[src/rtl/pcb_pkg.sv]
// package for the port-C bit set/reset block: register map, fields, modes
// assumes a single 100 MHz clock domain and a 32-bit Avalon-MM slave bus
package pcb_pkg;
  localparam int          DataW         = 32;
  localparam int          AddrW         = 4;
  // byte addresses of word registers
  localparam logic [3:0]  OffCommand    = 4'h0;
  localparam logic [3:0]  OffPortC      = 4'h4;
  localparam logic [3:0]  OffIrqStatus  = 4'h8;
  localparam logic [3:0]  OffIrqEnable  = 4'hc;
  // irq clear sits at the status offset on writes
  localparam logic [3:0]  OffIrqClear   = 4'h8;
  // command word fields
  localparam int          CmdModeBit    = 7;
  localparam int          CmdIdxLo      = 1;
  localparam int          CmdValBit     = 0;
  // mode word fields
  localparam int          ModeAHi       = 6;
  localparam int          ModeALo       = 5;
  localparam int          ModeADirBit   = 4;
  localparam int          ModeBBit      = 2;
  localparam int          ModeBDirBit   = 1;
  // port-C bit indices that double as interrupt-enable selectors
  localparam logic [2:0]  IdxGroupB     = 3'h2;
  localparam logic [2:0]  IdxGroupAIn   = 3'h4;
  localparam logic [2:0]  IdxGroupAOut  = 3'h6;
  // reset values
  localparam logic [7:0]  PortCReset    = 8'h00;
  localparam logic [7:0]  ModeReset     = 8'h9b;
  localparam logic [3:0]  IrqReset      = 4'h0;
  // status event bit positions
  localparam int          EvBitCmd      = 0;
  localparam int          EvModeWord    = 1;
  localparam int          EvEnableSet   = 2;
  localparam int          EvIgnored     = 3;
  localparam int          EvCount       = 4;
  typedef enum logic [1:0] {PcbModeBasic, PcbModeStrobed, PcbModeBidir} pcb_mode_t;
endpackage

[src/rtl/pcb_decode.sv]
// decoder of one control word into port-C and interrupt-enable actions
// assumes the current mode word from the same clock domain
`default_nettype none
module pcb_decode
  import pcb_pkg::*;
(
  input  wire logic [7:0] cmdWord,
  input  wire logic [7:0] modeWord,
  output logic            isModeWord,
  output logic [7:0]      portCMask,
  output logic            setValue,
  output logic [2:0]      irqSel,
  output logic            irqHit
);
  function automatic pcb_mode_t groupAMode(input logic [7:0] m);
    if (m[ModeAHi]) begin
      groupAMode = PcbModeBidir;
    end else if (m[ModeALo]) begin
      groupAMode = PcbModeStrobed;
    end else begin
      groupAMode = PcbModeBasic;
    end
  endfunction

  logic [2:0] idx;
  pcb_mode_t  modeA;
  assign idx        = cmdWord[CmdIdxLo +: 3];
  assign isModeWord = cmdWord[CmdModeBit];
  assign setValue   = cmdWord[CmdValBit];
  assign modeA      = groupAMode(modeWord);

  always_comb begin
    portCMask = 8'h00;
    irqSel    = 3'h0;
    irqHit    = 1'b0;
    if (!isModeWord) begin
      portCMask = 8'h01 << idx;
      if (idx == IdxGroupB && modeWord[ModeBBit]) begin
        irqSel = 3'h1;
        irqHit = 1'b1;
      end else if (idx == IdxGroupAIn && modeA == PcbModeStrobed && modeWord[ModeADirBit]) begin
        irqSel = 3'h2;
        irqHit = 1'b1;
      end else if (idx == IdxGroupAIn && modeA == PcbModeBidir) begin
        irqSel = 3'h3;
        irqHit = 1'b1;
      end else if (idx == IdxGroupAOut && modeA == PcbModeStrobed && !modeWord[ModeADirBit]) begin
        irqSel = 3'h2;
        irqHit = 1'b1;
      end else if (idx == IdxGroupAOut && modeA == PcbModeBidir) begin
        irqSel = 3'h4;
        irqHit = 1'b1;
      end
    end
  end
endmodule
`default_nettype wire

[src/rtl/pcb_irq.sv]
// sticky event status with enable mask and one level interrupt
// assumes events are single-cycle pulses on the same clock
`default_nettype none
module pcb_irq
  import pcb_pkg::*;
(
  input  wire logic                clock,
  input  wire logic                resetn,
  input  wire logic [EvCount-1:0]  events,
  input  wire logic [EvCount-1:0]  clearBits,
  input  wire logic                enableWr,
  input  wire logic [EvCount-1:0]  enableData,
  output logic      [EvCount-1:0]  status,
  output logic      [EvCount-1:0]  enable,
  output logic                     irq
);
  logic [EvCount-1:0] status_q;
  logic [EvCount-1:0] enable_q;
  logic               irq_q;

  // set wins over a clear in the same cycle
  always_ff @(posedge clock) begin
    if (!resetn) begin
      status_q <= IrqReset;
    end else begin
      status_q <= (status_q & ~clearBits) | events;
    end
  end

  always_ff @(posedge clock) begin
    if (!resetn) begin
      enable_q <= IrqReset;
    end else if (enableWr) begin
      enable_q <= enableData;
    end
  end

  always_ff @(posedge clock) begin
    if (!resetn) begin
      irq_q <= 1'b0;
    end else begin
      irq_q <= |(((status_q & ~clearBits) | events) & (enableWr ? enableData : enable_q));
    end
  end

  assign status = status_q;
  assign enable = enable_q;
  assign irq    = irq_q;
endmodule
`default_nettype wire

[src/rtl/pcb_top.sv]
// port-C bit set/reset and interrupt-enable control, Avalon-MM slave
// assumes one clock, synchronous active-low reset, 32-bit word accesses
`default_nettype none
module pcb_top
  import pcb_pkg::*;
(
  input  wire logic                    clock,
  input  wire logic                    resetn,
  input  wire logic [pcb_pkg::AddrW-1:0] avsAddress,
  input  wire logic                    avsRead,
  input  wire logic                    avsWrite,
  input  wire logic [pcb_pkg::DataW-1:0] avsWritedata,
  input  wire logic [3:0]              avsByteenable,
  output logic      [pcb_pkg::DataW-1:0] avsReaddata,
  output logic                         avsWaitrequest,
  output logic      [7:0]              portCOut,
  output logic                         groupBIrqEnable,
  output logic                         groupAIrqEnable,
  output logic                         bidirInIrqEnable,
  output logic                         bidirOutIrqEnable,
  output logic                         irqOut
);
  import pcb_pkg::*;

  logic [DataW-1:0]   readdata_q;
  logic               ack_q;
  logic [7:0]         portC_q;
  logic [7:0]         mode_q;
  logic               enB_q;
  logic               enA_q;
  logic               enIn_q;
  logic               enOut_q;
  logic               cmdWrite;
  logic [7:0]         cmdByte;
  logic               isModeWord;
  logic [7:0]         portCMask;
  logic               setValue;
  logic [2:0]         irqSel;
  logic               irqHit;
  logic [EvCount-1:0] events;
  logic [EvCount-1:0] clearBits;
  logic               enableWr;
  logic [EvCount-1:0] status;
  logic [EvCount-1:0] enable;
  logic               irq;
  logic               wait_q;

  // one wait cycle per access: the request is taken when ack_q is high
  assign cmdWrite = avsWrite & ack_q & (avsAddress == OffCommand) & avsByteenable[0];
  assign cmdByte  = avsWritedata[7:0];
  assign enableWr = avsWrite & ack_q & (avsAddress == OffIrqEnable) & avsByteenable[0];
  assign clearBits = (avsWrite & ack_q & (avsAddress == OffIrqClear) & avsByteenable[0])
                     ? avsWritedata[EvCount-1:0] : {EvCount{1'b0}};

  pcb_decode u_decode (
    .cmdWord    (cmdByte),
    .modeWord   (mode_q),
    .isModeWord (isModeWord),
    .portCMask  (portCMask),
    .setValue   (setValue),
    .irqSel     (irqSel),
    .irqHit     (irqHit)
  );

  always_ff @(posedge clock) begin
    if (!resetn) begin
      ack_q <= 1'b0;
    end else begin
      ack_q <= (avsRead | avsWrite) & ~ack_q;
    end
  end

  // registered wait, always the inverse of ack_q
  always_ff @(posedge clock) begin
    if (!resetn) begin
      wait_q <= 1'b1;
    end else begin
      wait_q <= ~((avsRead | avsWrite) & ~ack_q);
    end
  end

  always_ff @(posedge clock) begin
    if (!resetn) begin
      readdata_q <= '0;
    end else if (avsRead & ~ack_q) begin
      unique case (avsAddress)
        OffPortC:     readdata_q <= {24'h000000, portC_q};
        OffIrqStatus: readdata_q <= {{(DataW-EvCount){1'b0}}, status};
        OffIrqEnable: readdata_q <= {{(DataW-EvCount){1'b0}}, enable};
        OffCommand:   readdata_q <= {24'h000000, mode_q};
        default:      readdata_q <= '0;
      endcase
    end
  end

  // mode word stored for enable routing
  always_ff @(posedge clock) begin
    if (!resetn) begin
      mode_q <= ModeReset;
    end else if (cmdWrite && isModeWord) begin
      mode_q <= cmdByte;
    end
  end

  // only the addressed bit changes
  always_ff @(posedge clock) begin
    if (!resetn) begin
      portC_q <= PortCReset;
    end else if (cmdWrite && !isModeWord) begin
      portC_q <= (portC_q & ~portCMask) | (portCMask & {8{setValue}});
    end
  end

  // each flag is written only when its selector matches
  always_ff @(posedge clock) begin
    if (!resetn) begin
      enB_q   <= 1'b0;
      enA_q   <= 1'b0;
      enIn_q  <= 1'b0;
      enOut_q <= 1'b0;
    end else if (cmdWrite && irqHit) begin
      unique case (irqSel)
        3'h1:    enB_q   <= setValue;
        3'h2:    enA_q   <= setValue;
        3'h3:    enIn_q  <= setValue;
        3'h4:    enOut_q <= setValue;
        default: enB_q   <= enB_q;
      endcase
    end
  end

  assign events[EvBitCmd]    = cmdWrite & ~isModeWord;
  assign events[EvModeWord]  = cmdWrite & isModeWord;
  assign events[EvEnableSet] = cmdWrite & irqHit;
  assign events[EvIgnored]   = avsWrite & ack_q & ~avsByteenable[0];

  pcb_irq u_irq (
    .clock      (clock),
    .resetn     (resetn),
    .events     (events),
    .clearBits  (clearBits),
    .enableWr   (enableWr),
    .enableData (avsWritedata[EvCount-1:0]),
    .status     (status),
    .enable     (enable),
    .irq        (irq)
  );

  assign avsWaitrequest    = wait_q;
  assign avsReaddata       = readdata_q;
  assign portCOut          = portC_q;
  assign groupBIrqEnable   = enB_q;
  assign groupAIrqEnable   = enA_q;
  assign bidirInIrqEnable  = enIn_q;
  assign bidirOutIrqEnable = enOut_q;
  assign irqOut            = irq;
endmodule
`default_nettype wire

[config.mk]
export PLATFORM = sky130hd
export DESIGN_NAME = pcb_top
export DESIGN_NICKNAME = d
export VERILOG_FILES = /design/src/rtl/pcb_pkg.sv /design/src/rtl/pcb_decode.sv /design/src/rtl/pcb_irq.sv /design/src/rtl/pcb_top.sv
export SDC_FILE = /design/constraint.sdc
export NUM_CORES = 1
export LEC_CHECK = 0
export ABC_AREA = 1
export BUFFER_PORTS_ARGS = -buffer_cell sky130_fd_sc_hd__buf_2
export CORE_MARGIN = 4
export CORE_UTILIZATION = 44
export DETAILED_ROUTE_END_ITERATION = 10
export PLACE_DENSITY = 0.74
export SLEW_MARGIN = 20
export SYNTH_ARGS = -nofsm -noshare
export SYNTH_HDL_FRONTEND = slang
export SYNTH_HIERARCHICAL = 1
export SYNTH_SLANG_ARGS = --single-unit
[constraint.sdc]
create_clock -name clock -period 3 [get_ports clock]
set_clock_uncertainty 0.2 [all_clocks]
set_input_delay 0.3 -clock clock [delete_from_list [all_inputs] [get_ports clock]]
set_output_delay 0.3 -clock clock [all_outputs]
set_load 0.02 [all_outputs]
== Word-level counts from Yosys, hierarchy flattened ==
Index checks and enable logic that the tools add are counted.

* Eq/ne operators: 12
* Shift operators: 1
* Mux-type cells: 18
* Bitwise operators: 26
* Reductions and logical operators: 18

{| class="wikitable"
|+ Operators by type and width
! operator !! count
|-
| case mux 8 bit (4 select lines) || 1
|-
| 2-to-1 mux 3 bit || 6
|-
| bitwise AND 8 bit || 2
|-
| bitwise AND 1 bit || 13
|-
| logical AND 1 bit || 10
|-
| equality test 3 x 2 -> 1 bit, second input constant || 3
|-
| equality test 3 bit, second input constant || 3
|-
| bitwise AND 4 bit || 2
|-
| equality test 4 bit, second input constant || 2
|-
| 2-to-1 mux 4 bit || 2
|-
| 2-to-1 mux 8 bit || 1
|-
| inverter 8 bit || 1
|-
| bitwise OR 8 bit || 1
|-
| AND reduction 2 bit || 4
|-
| << shifter 1 x 3 -> 8 bit, first input constant || 1
|-
| 2-to-1 mux 1 bit || 7
|-
| equality test 4 x 3 -> 1 bit, second input constant || 1
|-
| logical NOT 4 bit || 1
|-
| inverter 1 bit || 4
|-
| inverter 4 bit || 1
|-
| bitwise OR 4 bit || 1
|-
| OR reduction 4 bit || 1
|-
| equality test 3 x 1 -> 1 bit, second input constant || 1
|-
| equality test 2 x 1 -> 1 bit, second input constant || 1
|-
| 4 further kinds || 5
|}

* Register bits: 63
* Bits of input ports: 44
* Output and inout bits: 46
* Logic and storage cells: 87

== Depth between registers and ports, before layout ==
Gate-level depths: netlist (run 1).

* Word-level depth: 14
* Gate-level depth with buffers: 14
* Depth with buffers taken out: 14

== Cells and area by module ==
The synthesis (run 1) kept the hierarchy.

{| class="wikitable"
|+ By module, submodules not included
! module !! times used !! cells each !! area an instance (sq um) !! sequential area each (sq um)
|-
| pcb_top || 1 || 234 || 1716.6 || 600.6
|-
| pcb_irq || 1 || 55 || 362.8 || 180.2
|-
| pcb_decode || 1 || 40 || 177.7 || 0.0
|}

== Worst setup path before layout (run 1) ==
OpenSTA, ideal clock, no wires.

* Path kind: reg-to-reg
* Start: reg ack_q
* End: reg u_irq.irq_q (netlist: u_irq/irq)
* Library setup time: 117 ps
* Arrival time: 1475 ps
* Required time: 2683 ps
* Path slack: 1207 ps
* Cell stages (with the launch flop): 10
* Clock period less this slack: 1793 ps
* Path through: dfxtp_1 > nand3_2 > nor4_1 > inv_2 > nand2_1 > nand2_1 > nand2_1 > nand2_1 > nor2_1 > nor2_1

{| class="wikitable"
|+ RTL lines
! item !! RTL line !! RTL
|-
| start: declaration || pcb_top.sv:26 || <nowiki>logic ack_q;</nowiki>
|-
| start signal: assignment || pcb_top.sv:69 || <nowiki>ack_q <= (avsRead | avsWrite) & ~ack_q;</nowiki>
|-
| bitwise AND 1 bit (3 in series) || pcb_top.sv:51 || <nowiki>assign enableWr = avsWrite & ack_q & (avsAddress == OffIrqEnable) & avsByteenable[0];</nowiki>
|-
| named net enableWr || pcb_top.sv:42 || <nowiki>logic enableWr;</nowiki>
|-
| 2-to-1 mux 4 bit || pcb_irq.sv:42 || <nowiki>irq_q <= |(((status_q & ~clearBits) | events) & (enableWr ? enableData : enable_q));</nowiki>
|-
| bitwise AND 4 bit || pcb_irq.sv:42 ||
|-
| OR reduction 4 bit || pcb_irq.sv:42 ||
|-
| end signal: assignment || pcb_irq.sv:42 ||
|-
| end: declaration || pcb_irq.sv:19 || <nowiki>logic irq_q;</nowiki>
|}

The timed path passes the listed nets, and every way through them passes these cells.
A chain may end at the register's enable or synchronous reset.

== Worst setup path after layout (run 1) ==
Ends and elaborated chain as after synthesis.

==> summary.md, run 1 <==
| Metric | Value |
|---|---|
| Status | `completed` |
| Finished Layout Cells | `between 400 and 500` |
| Port-buffer cells | `38` |
| Gr usage total | `~17%` |
| Post-CTS sizing | `0` |
| Core Util, Final | `between 50% and 60%` |
| Hpwl dp | `around 4000 um` |
| Worst VDD drop | `between 0.15 and 0.2 mV` |
| Setup CP Type | `reg -> reg` |
| Worst Setup End Kind | `flop` |
| Full die area | `6340 sq um` |
| DRC Markers | `0` |
| Post-CTS setup buffers | `0` |
| WL met3 | `359 um` |
| Post-synthesis instance area | `~2300 sq um` |
| Fraction of layout cells with a size suffix above 1 | `18.1%` |
| Worst-Margin Slew | `roughly 0.83 ns` |
| CTS tree | `done` |
| Met2 wire length | `2360 um` |
| Worst Setup Start Kind | `flop` |
| Starting DRC count in detailed routing | `roughly 240` |
| Hold_buf cts | `0` |
| Slew headroom | `between 40% and 50%` |
| Hold Vio Cnt, Final | `0` |
| Post-DR vias/cell | `4.84` |
| GPL Wtd Cong | `0.828` |
| Post-place setup slack | `0.808 ns` |
| Longest Clk Path Bufs | `2` |
| Clk slew on worst S/H paths | `0.07 ns` |
| Mean area per synthesized cell | `between 6 and 7 sq um` |
| Post-Syn Instances | `329` |
| Slew Viols, Final | `0` |
| DIE WIDTH | `79.6 um` |
| Hold Path Depth | `3` |
| Worst EP required | `2.98 ns` |
| Nets | `409` |
| Reg2reg start | `ack_q` |
| First-pass GRT wire length | `8420 um` |
| Finish-stage setup viols | `0` |
| Reg-to-reg setup timing slack | `approximately 0.89 ns` |
| Ports | `90` |
| Pre-Repair DR Iteration Count | `4` |
| Worst hold endpoint | `mode_q[4]` |
| Min Tclk post-route | `2.11 ns` |
| Multi-input logic area | `1170 sq um` |
| Unrepaired setup endpoints after global routing | `false` |
| CP max-delay cell | `nor4_1` |
| Seq/Total Area, Yosys | `about a third` |
| Reg2reg path depth | `9` |
| CP cell instances | `nand3_2 -> nor4_1 -> inv_2 -> nand2_1 -> nand2_1 -> nand2_1 -> nand2_1 -> nor2_1 -> nor2_1` |
| WL per Instance | `11.8 um` |
| Antenna Violating Nets Remaining | `0` |
| CP delay by family, top | `simple AND/OR/NAND/NOR gates` |
| Final wirelength | `5100 um` |
| Syn-to-layout area delta | `9.09%` |
| Type of the worst min-delay path | `in -> reg` |
| F_max | `0.474 GHz` |
| Rows | `25` |
| Clock Sink Count | `39` |
| FF+latch area | `781 sq um` |
| Met1 Routed Length | `approximately 2300 um` |
| Largest net degree at the start of global routing | `24` |
| Critical Path AT | `around 2.1 ns` |
| Clock root buffer master | `clkbuf_8` |
| Initial core utilization | `46.6%` |
| Setup WS post-layout | `0.890 ns` |
| CP Max Fanout | `5` |
| Antenna violations before repair | `0` |
| Count of buffer and inverter cells on the critical path | `1` |
| CTS buffer count | `5` |
| Hold path startpoint | `avsWritedata[4]` |
| Yosys reg bits | `39` |
| Leak | `1.17 nW` |
| Die Ht | `79.6 um` |
| Largest stage delay on the critical path | `0.67 ns` |
| # placed instances | `425` |
| Yosys warnings | `6` |
| Worst skew pair latency | `0.29 ns` |
| Fill cells | `503` |
| P per Cell Area | `392 nW/um^2` |
| H-tree levels | `2` |
| Total gr overflow | `0` |
| Crit-path most repeated cell | `nand2_1` |
| Final worst-path cycle share | `70.3%` |
| Core area | `4850 sq um` |
| Fin Setup TNS | `0 ns` |
| Number of global-route vias before repair | `1868` |
| Worst flop-to-flop path endpoint | `u_irq/irq` |
| Yosys cell types | `29` |
| Ant diodes | `0` |
| Uppermost layer routed | `met4` |
| Max-cap violations | `0` |
| Via Count | `between 2k and 2.5k` |
==> where the power goes <==
| part | internal (mW) | total (mW) | switching (mW) |
|---|---|---|---|
| Clock | 0.155 | 0.328 | 0.173 |
| Combinational | 0.0221 | 0.112 | 0.0895 |
| Sequential | 0.522 | 0.524 | 0.00246 |
| Total | 0.699 | 0.964 | 0.265 |
==> final cells by class <==
| class | count | area share (%) |
|---|---|---|
| tap | 67 | 3.40 |
| timing repair buffer | 39 | 8.03 |
| multi-input combinational | 238 | 47.5 |
| sequential | 39 | 31.7 |
| clock buffer | 6 | 2.95 |
| inverter | 42 | 6.40 |
==> synth_stat cells <==
cell type   n  area share (%)
clkbuf_1    3            0.50
nor2_1     24             4.0
buf_2       2            0.44
nor3b_1     1            0.33
buf_4      27             9.0
nand2_1    75              12
inv_1      37             6.2
nand4_1     2            0.55
conb_1      1            0.17
a21oi_1    32             7.1
buf_6       1            0.50
nor2_8      2             1.8
or2_2       1            0.28
nand3_4     1            0.78
o21ai_2     2            0.78
clkinv_1    2            0.33
nor2_4      3             1.5
o211ai_1    2            0.66
o211ai_2    3             1.7
nor3_1      6             1.3
inv_2       3            0.50
nand2_4     2             1.0
nor2_2      2            0.55
dfxtp_1    39              35
nand3_2     2            0.89
nand3_1    43             9.5
o21ai_0     9             2.0
nor4_1      1            0.28
a21oi_2     1            0.39
==> per-stage QoR <==
step	power, mW	cell area, sq um	hold slack (ns)
after floorplan	0.638	2340	0.230
after global placement	0.644	2390	0.231
after detailed placement	0.646	2390	0.235
after CTS	0.972	2460	0.0107
after global routing	1.01	2460	0.0524
final	0.964	2460	0.0169
==> logic make-up after synthesis <==
group | after synthesis | share of synthesized area, %
buffers and inverters | 75 | 17.4
AND/OR/NAND/NOR | 165 | 35.3
other | 1 | 0.166
AO/OA/AOI/OAI | 49 | 12.6
flip-flops | 39 | 34.6
==> how the worst max path moves through the flow <==
| stage | start | end | depth (start not counted) |
|---|---|---|---|
| CTS | ack_q | u_irq/irq | 9 |
| detailed placement | avsWritedata[2] | u_irq/irq | 15 |
| finish | ack_q | u_irq/irq | 9 |
| global placement | avsWritedata[1] | u_irq/irq | 14 |
| global route | ack_q | u_irq/irq | 9 |
| floorplan | ack_q | u_irq/irq | 9 |
==> routing by layer <==
metal | track usage, % | up-vias
met4 | 7.56 | 0
met3 | 3.05 | 7
met5 | 0 | -
li1 | - | 1082
met2 | 27.0 | 74
met1 | 22.2 | 924
==> worst register-to-register path: cells and delay by family (launching register included) <==
family        cells  cell delay, ns
flops             1            0.39
buf+inv           1            0.13
simple gates      8            1.28
==> layout by cell type, fill, tap and decap left out, drive strengths merged <==
master,n
clkbuf,6
nor2,31
dfxtp,39
nor4,1
o211ai,5
buf,39
nand4,2
o21ai,11
nor3b,1
inv,40
nand2,77
or2,1
clkinv,2
conb,24
nand3,46
a21oi,33
nor3,6
(Power assumes the default switching activity.)
==> inputs of run 2 (changes only) <==
==> constraint.sdc (replaced) <==
create_clock -name clock -period 2.2 [get_ports clock]
set_clock_uncertainty 0.2 [all_clocks]
set_input_delay 0.22 -clock clock [delete_from_list [all_inputs] [get_ports clock]]
set_output_delay 0.22 -clock clock [all_outputs]
set_load 0.02 [all_outputs]
==> summary.md, run 2 (same netlist as run 1, synthesis figures left out) <==
| Metric | Value |
|---|---|
| Met1 Routed Length | `2290 um (was 2320 um)` |
| Placed cell areas | `2420 sq um (was 2390 sq um)` |
| Unrepaired setup endpoints after global routing | `false (unchanged)` |
| P_sw | `357 uW (was 265 uW)` |
| Seq pwr share | `51.4% (was 54.4%)` |
| Largest stage delay on the critical path | `0.37 ns (was 0.67 ns)` |
| Leak | `1.22 nW (was 1.17 nW)` |
| Setup CP Type | `reg -> reg (unchanged)` |
| P_int | `1.03 mW (was 699 uW)` |
| Hold Vio Cnt, Final | `0 (unchanged)` |
| Worst Setup Start Kind | `flop (unchanged)` |
| CP Max Fanout | `5 (unchanged)` |
| F_max | `0.566 GHz (was 0.474 GHz)` |
| Type of the worst min-delay path | `in -> reg (unchanged)` |
| P per Cell Area | `545 nW/um^2 (was 392 nW/um^2)` |
| Final wirelength | `5010 um (was 5100 um)` |
| Total gr overflow | `0 (unchanged)` |
| Starting DRC count in detailed routing | `207 (was 235)` |
| CTS tree | `done (unchanged)` |
| Longest Clk Path Bufs | `2 (unchanged)` |
| Fraction of layout cells with a size suffix above 1 | `19.3% (was 18.1%)` |
| Antenna violations before repair | `0 (unchanged)` |
| WL per Instance | `11.4 um (was 11.8 um)` |
| Slew headroom | `66.6% (was 44.4%)` |
| Post-CTS sizing | `0 (unchanged)` |
| Most frequent cells in the layout | `75 x nand2_1, 43 x nand3_1, 39 x dfxtp_1, 38 x buf_2, 37 x inv_1 (unchanged)` |
| Finish-stage setup viols | `0 (unchanged)` |
| Critical Path AT | `1.79 ns (was 2.09 ns)` |
| Final Cell Area | `2550 sq um (was 2460 sq um)` |
| Max-cap violations | `0 (unchanged)` |
| Antenna Violating Nets Remaining | `0 (unchanged)` |
| Clock share of power | `37.2% (was 34.1%)` |
| Slew Viols, Final | `0 (unchanged)` |
| Rows | `25 (unchanged)` |
| WL met3 | `379 um (was 359 um)` |
| Ant diodes | `0 (unchanged)` |
| Pre-Repair DR Iteration Count | `4 (unchanged)` |
| Largest net degree at the start of global routing | `14 (was 24)` |
| Gr usage total | `16.9% (about the same)` |
| Syn-to-layout area delta | `13.0% (was 9.09%)` |
| Post-DR vias/cell | `4.80 (was 4.84)` |
| Status | `completed (unchanged)` |
| First-pass GRT wire length | `8380 um (was 8420 um)` |
| Worst VDD drop | `0.247 mV (was 0.181 mV)` |
| DRC Markers | `0 (unchanged)` |
| DIE WIDTH | `79.6 um (unchanged)` |
| Uppermost layer routed | `met4 (unchanged)` |
| Fin Setup TNS | `0 ns (unchanged)` |
| Die Ht | `79.6 um (unchanged)` |
| Full die area | `6340 sq um (unchanged)` |
| Ports | `90 (unchanged)` |
| Clk slew on worst S/H paths | `0.07 ns (about the same)` |
| Clock Sink Count | `39 (unchanged)` |
| CTS buffer count | `5 (unchanged)` |
| Final worst-path cycle share | `80.3% (was 70.3%)` |
| Worst Setup End Kind | `flop (unchanged)` |
| Commonest non-fill, non-tap cell in the layout | `nand2_1 (unchanged)` |
| CP max-delay cell | `dfxtp_1 (was nor4_1)` |
| H-tree levels | `2 (unchanged)` |
| Clock root buffer master | `clkbuf_8 (unchanged)` |
| Core area | `4850 sq um (unchanged)` |
| GPL Wtd Cong | `0.868 (was 0.828)` |
| Nets | `416 (was 409)` |
| Worst skew pair latency | `0.29 ns (about the same)` |
| Combinational Power Share | `11.4% (was 11.6%)` |
| CP delay by family, top | `simple AND/OR/NAND/NOR gates (unchanged)` |
| Worst EP required | `2.22 ns (was 2.98 ns)` |
| Net Sw Frac | `25.7% (was 27.5%)` |
| CP cell instances | `inv_1 -> nor2_1 -> nand2_1 -> nand2_1 -> nor2_1 -> a21oi_1 -> inv_1 -> nor2_4 -> inv_1 -> nand2_1 -> nand2_1 -> nand2_1 -> nor2_1 -> nor2_1 (was nand3_2 -> nor4_1 -> inv_2 -> nand2_1 -> nand2_1 -> nand2_1 -> nand2_1 -> nor2_1 -> nor2_1)` |
| Number of global-route vias before repair | `1785 (was 1868)` |
| WHS | `0.0202 ns (was 0.0169 ns)` |
| Count of buffer and inverter cells on the critical path | `3 (was 1)` |
| Tot Pwr | `1.39 mW (was 964 uW)` |
| Via Count | `2114 (was 2087)` |
| Initial core utilization | `46.6% (unchanged)` |
| Hpwl dp | `3930 um (was 3920 um)` |
| Port-buffer cells | `38 (unchanged)` |
| Min Tclk post-route | `1.77 ns (was 2.11 ns)` |
| Crit-path most repeated cell | `nand2_1 (unchanged)` |
| Met2 wire length | `2220 um (was 2360 um)` |
| Worst-Margin Slew | `0.500 ns (was 0.826 ns)` |
==> run 2: cell count changes in the layout (fill, tap and decap cells not counted), sizes merged <==
| cell | before | now |
|---|---|---|
| clkbuf | 6 | 8 |
| dlygate4sd3 | 0 | 3 |
| buf | 39 | 43 |
==> run 2: path summary, 6_finish.rpt <==
check | from | to | slack (ns) | cells after the start
worst max-delay path | mode_q[2] | u_irq/irq | 0.43 | 14
worst min-delay path | avsRead | ack_q | 0.02 | 3
worst max register to register | mode_q[2] | u_irq/irq | 0.43 | 14
worst min register to register | bidirInIrqEnable | bidirInIrqEnable | 0.24 | 2
==> run 2: power groups by stage <==
stage                     clock network (mW)  registers (mW)  logic, mW
after floorplan                            0           0.734      0.137
after global placement                     0           0.731      0.151
after detailed placement                   0           0.731      0.153
after CTS                              0.539           0.714      0.157
after global routing                   0.573           0.715      0.175
final                                  0.518           0.714      0.158
==> run 2: repair_timing <==
| action | in CTS | in global routing |
|---|---|---|
| hold endpoints to repair | 3 | 0 |
| hold buffers | 3 | 0 |
| setup buffers | 0 | 0 |
==> run 2: metrics by stage <==
step	std cells	setup slack, ns	utilization, %
detailed placement	429	0.353	49.9
finish	440	0.434	52.6
global placement	429	0.360	49.9
CTS	440	0.436	52.6
global route	440	0.184	52.6
floorplan	352	0.407	-
==> run 2: worst reg2reg max path: stages (launching register included) <==
cell	delay [ns]
dfxtp_1	0.37
inv_1	0.06
nor2_1	0.09
nand2_1	0.08
nand2_1	0.07
nor2_1	0.04
a21oi_1	0.17
inv_1	0.10
nor2_4	0.16
inv_1	0.07
nand2_1	0.08
nand2_1	0.06
nand2_1	0.05
nor2_1	0.04
nor2_1	0.07
==> run 2: cell type report <==
| class | instances | area (sq um) |
|---|---|---|
| sequential | 39 | 781 |
| inverter | 42 | 158 |
| tap | 67 | 83.8 |
| multi-input combinational | 238 | 1170 |
| fill | 508 | 2300 |
| clock buffer | 8 | 100 |
| timing repair buffer | 46 | 258 |
==> run 2: layer usage <==
| layer | GRT usage, % | vias to the layer above |
|---|---|---|
| met2 | 25.5 | 77 |
| li1 | - | 1097 |
| met4 | 7.56 | 0 |
| met3 | 4.18 | 9 |
| met1 | 22.7 | 931 |
| met5 | 0 | - |
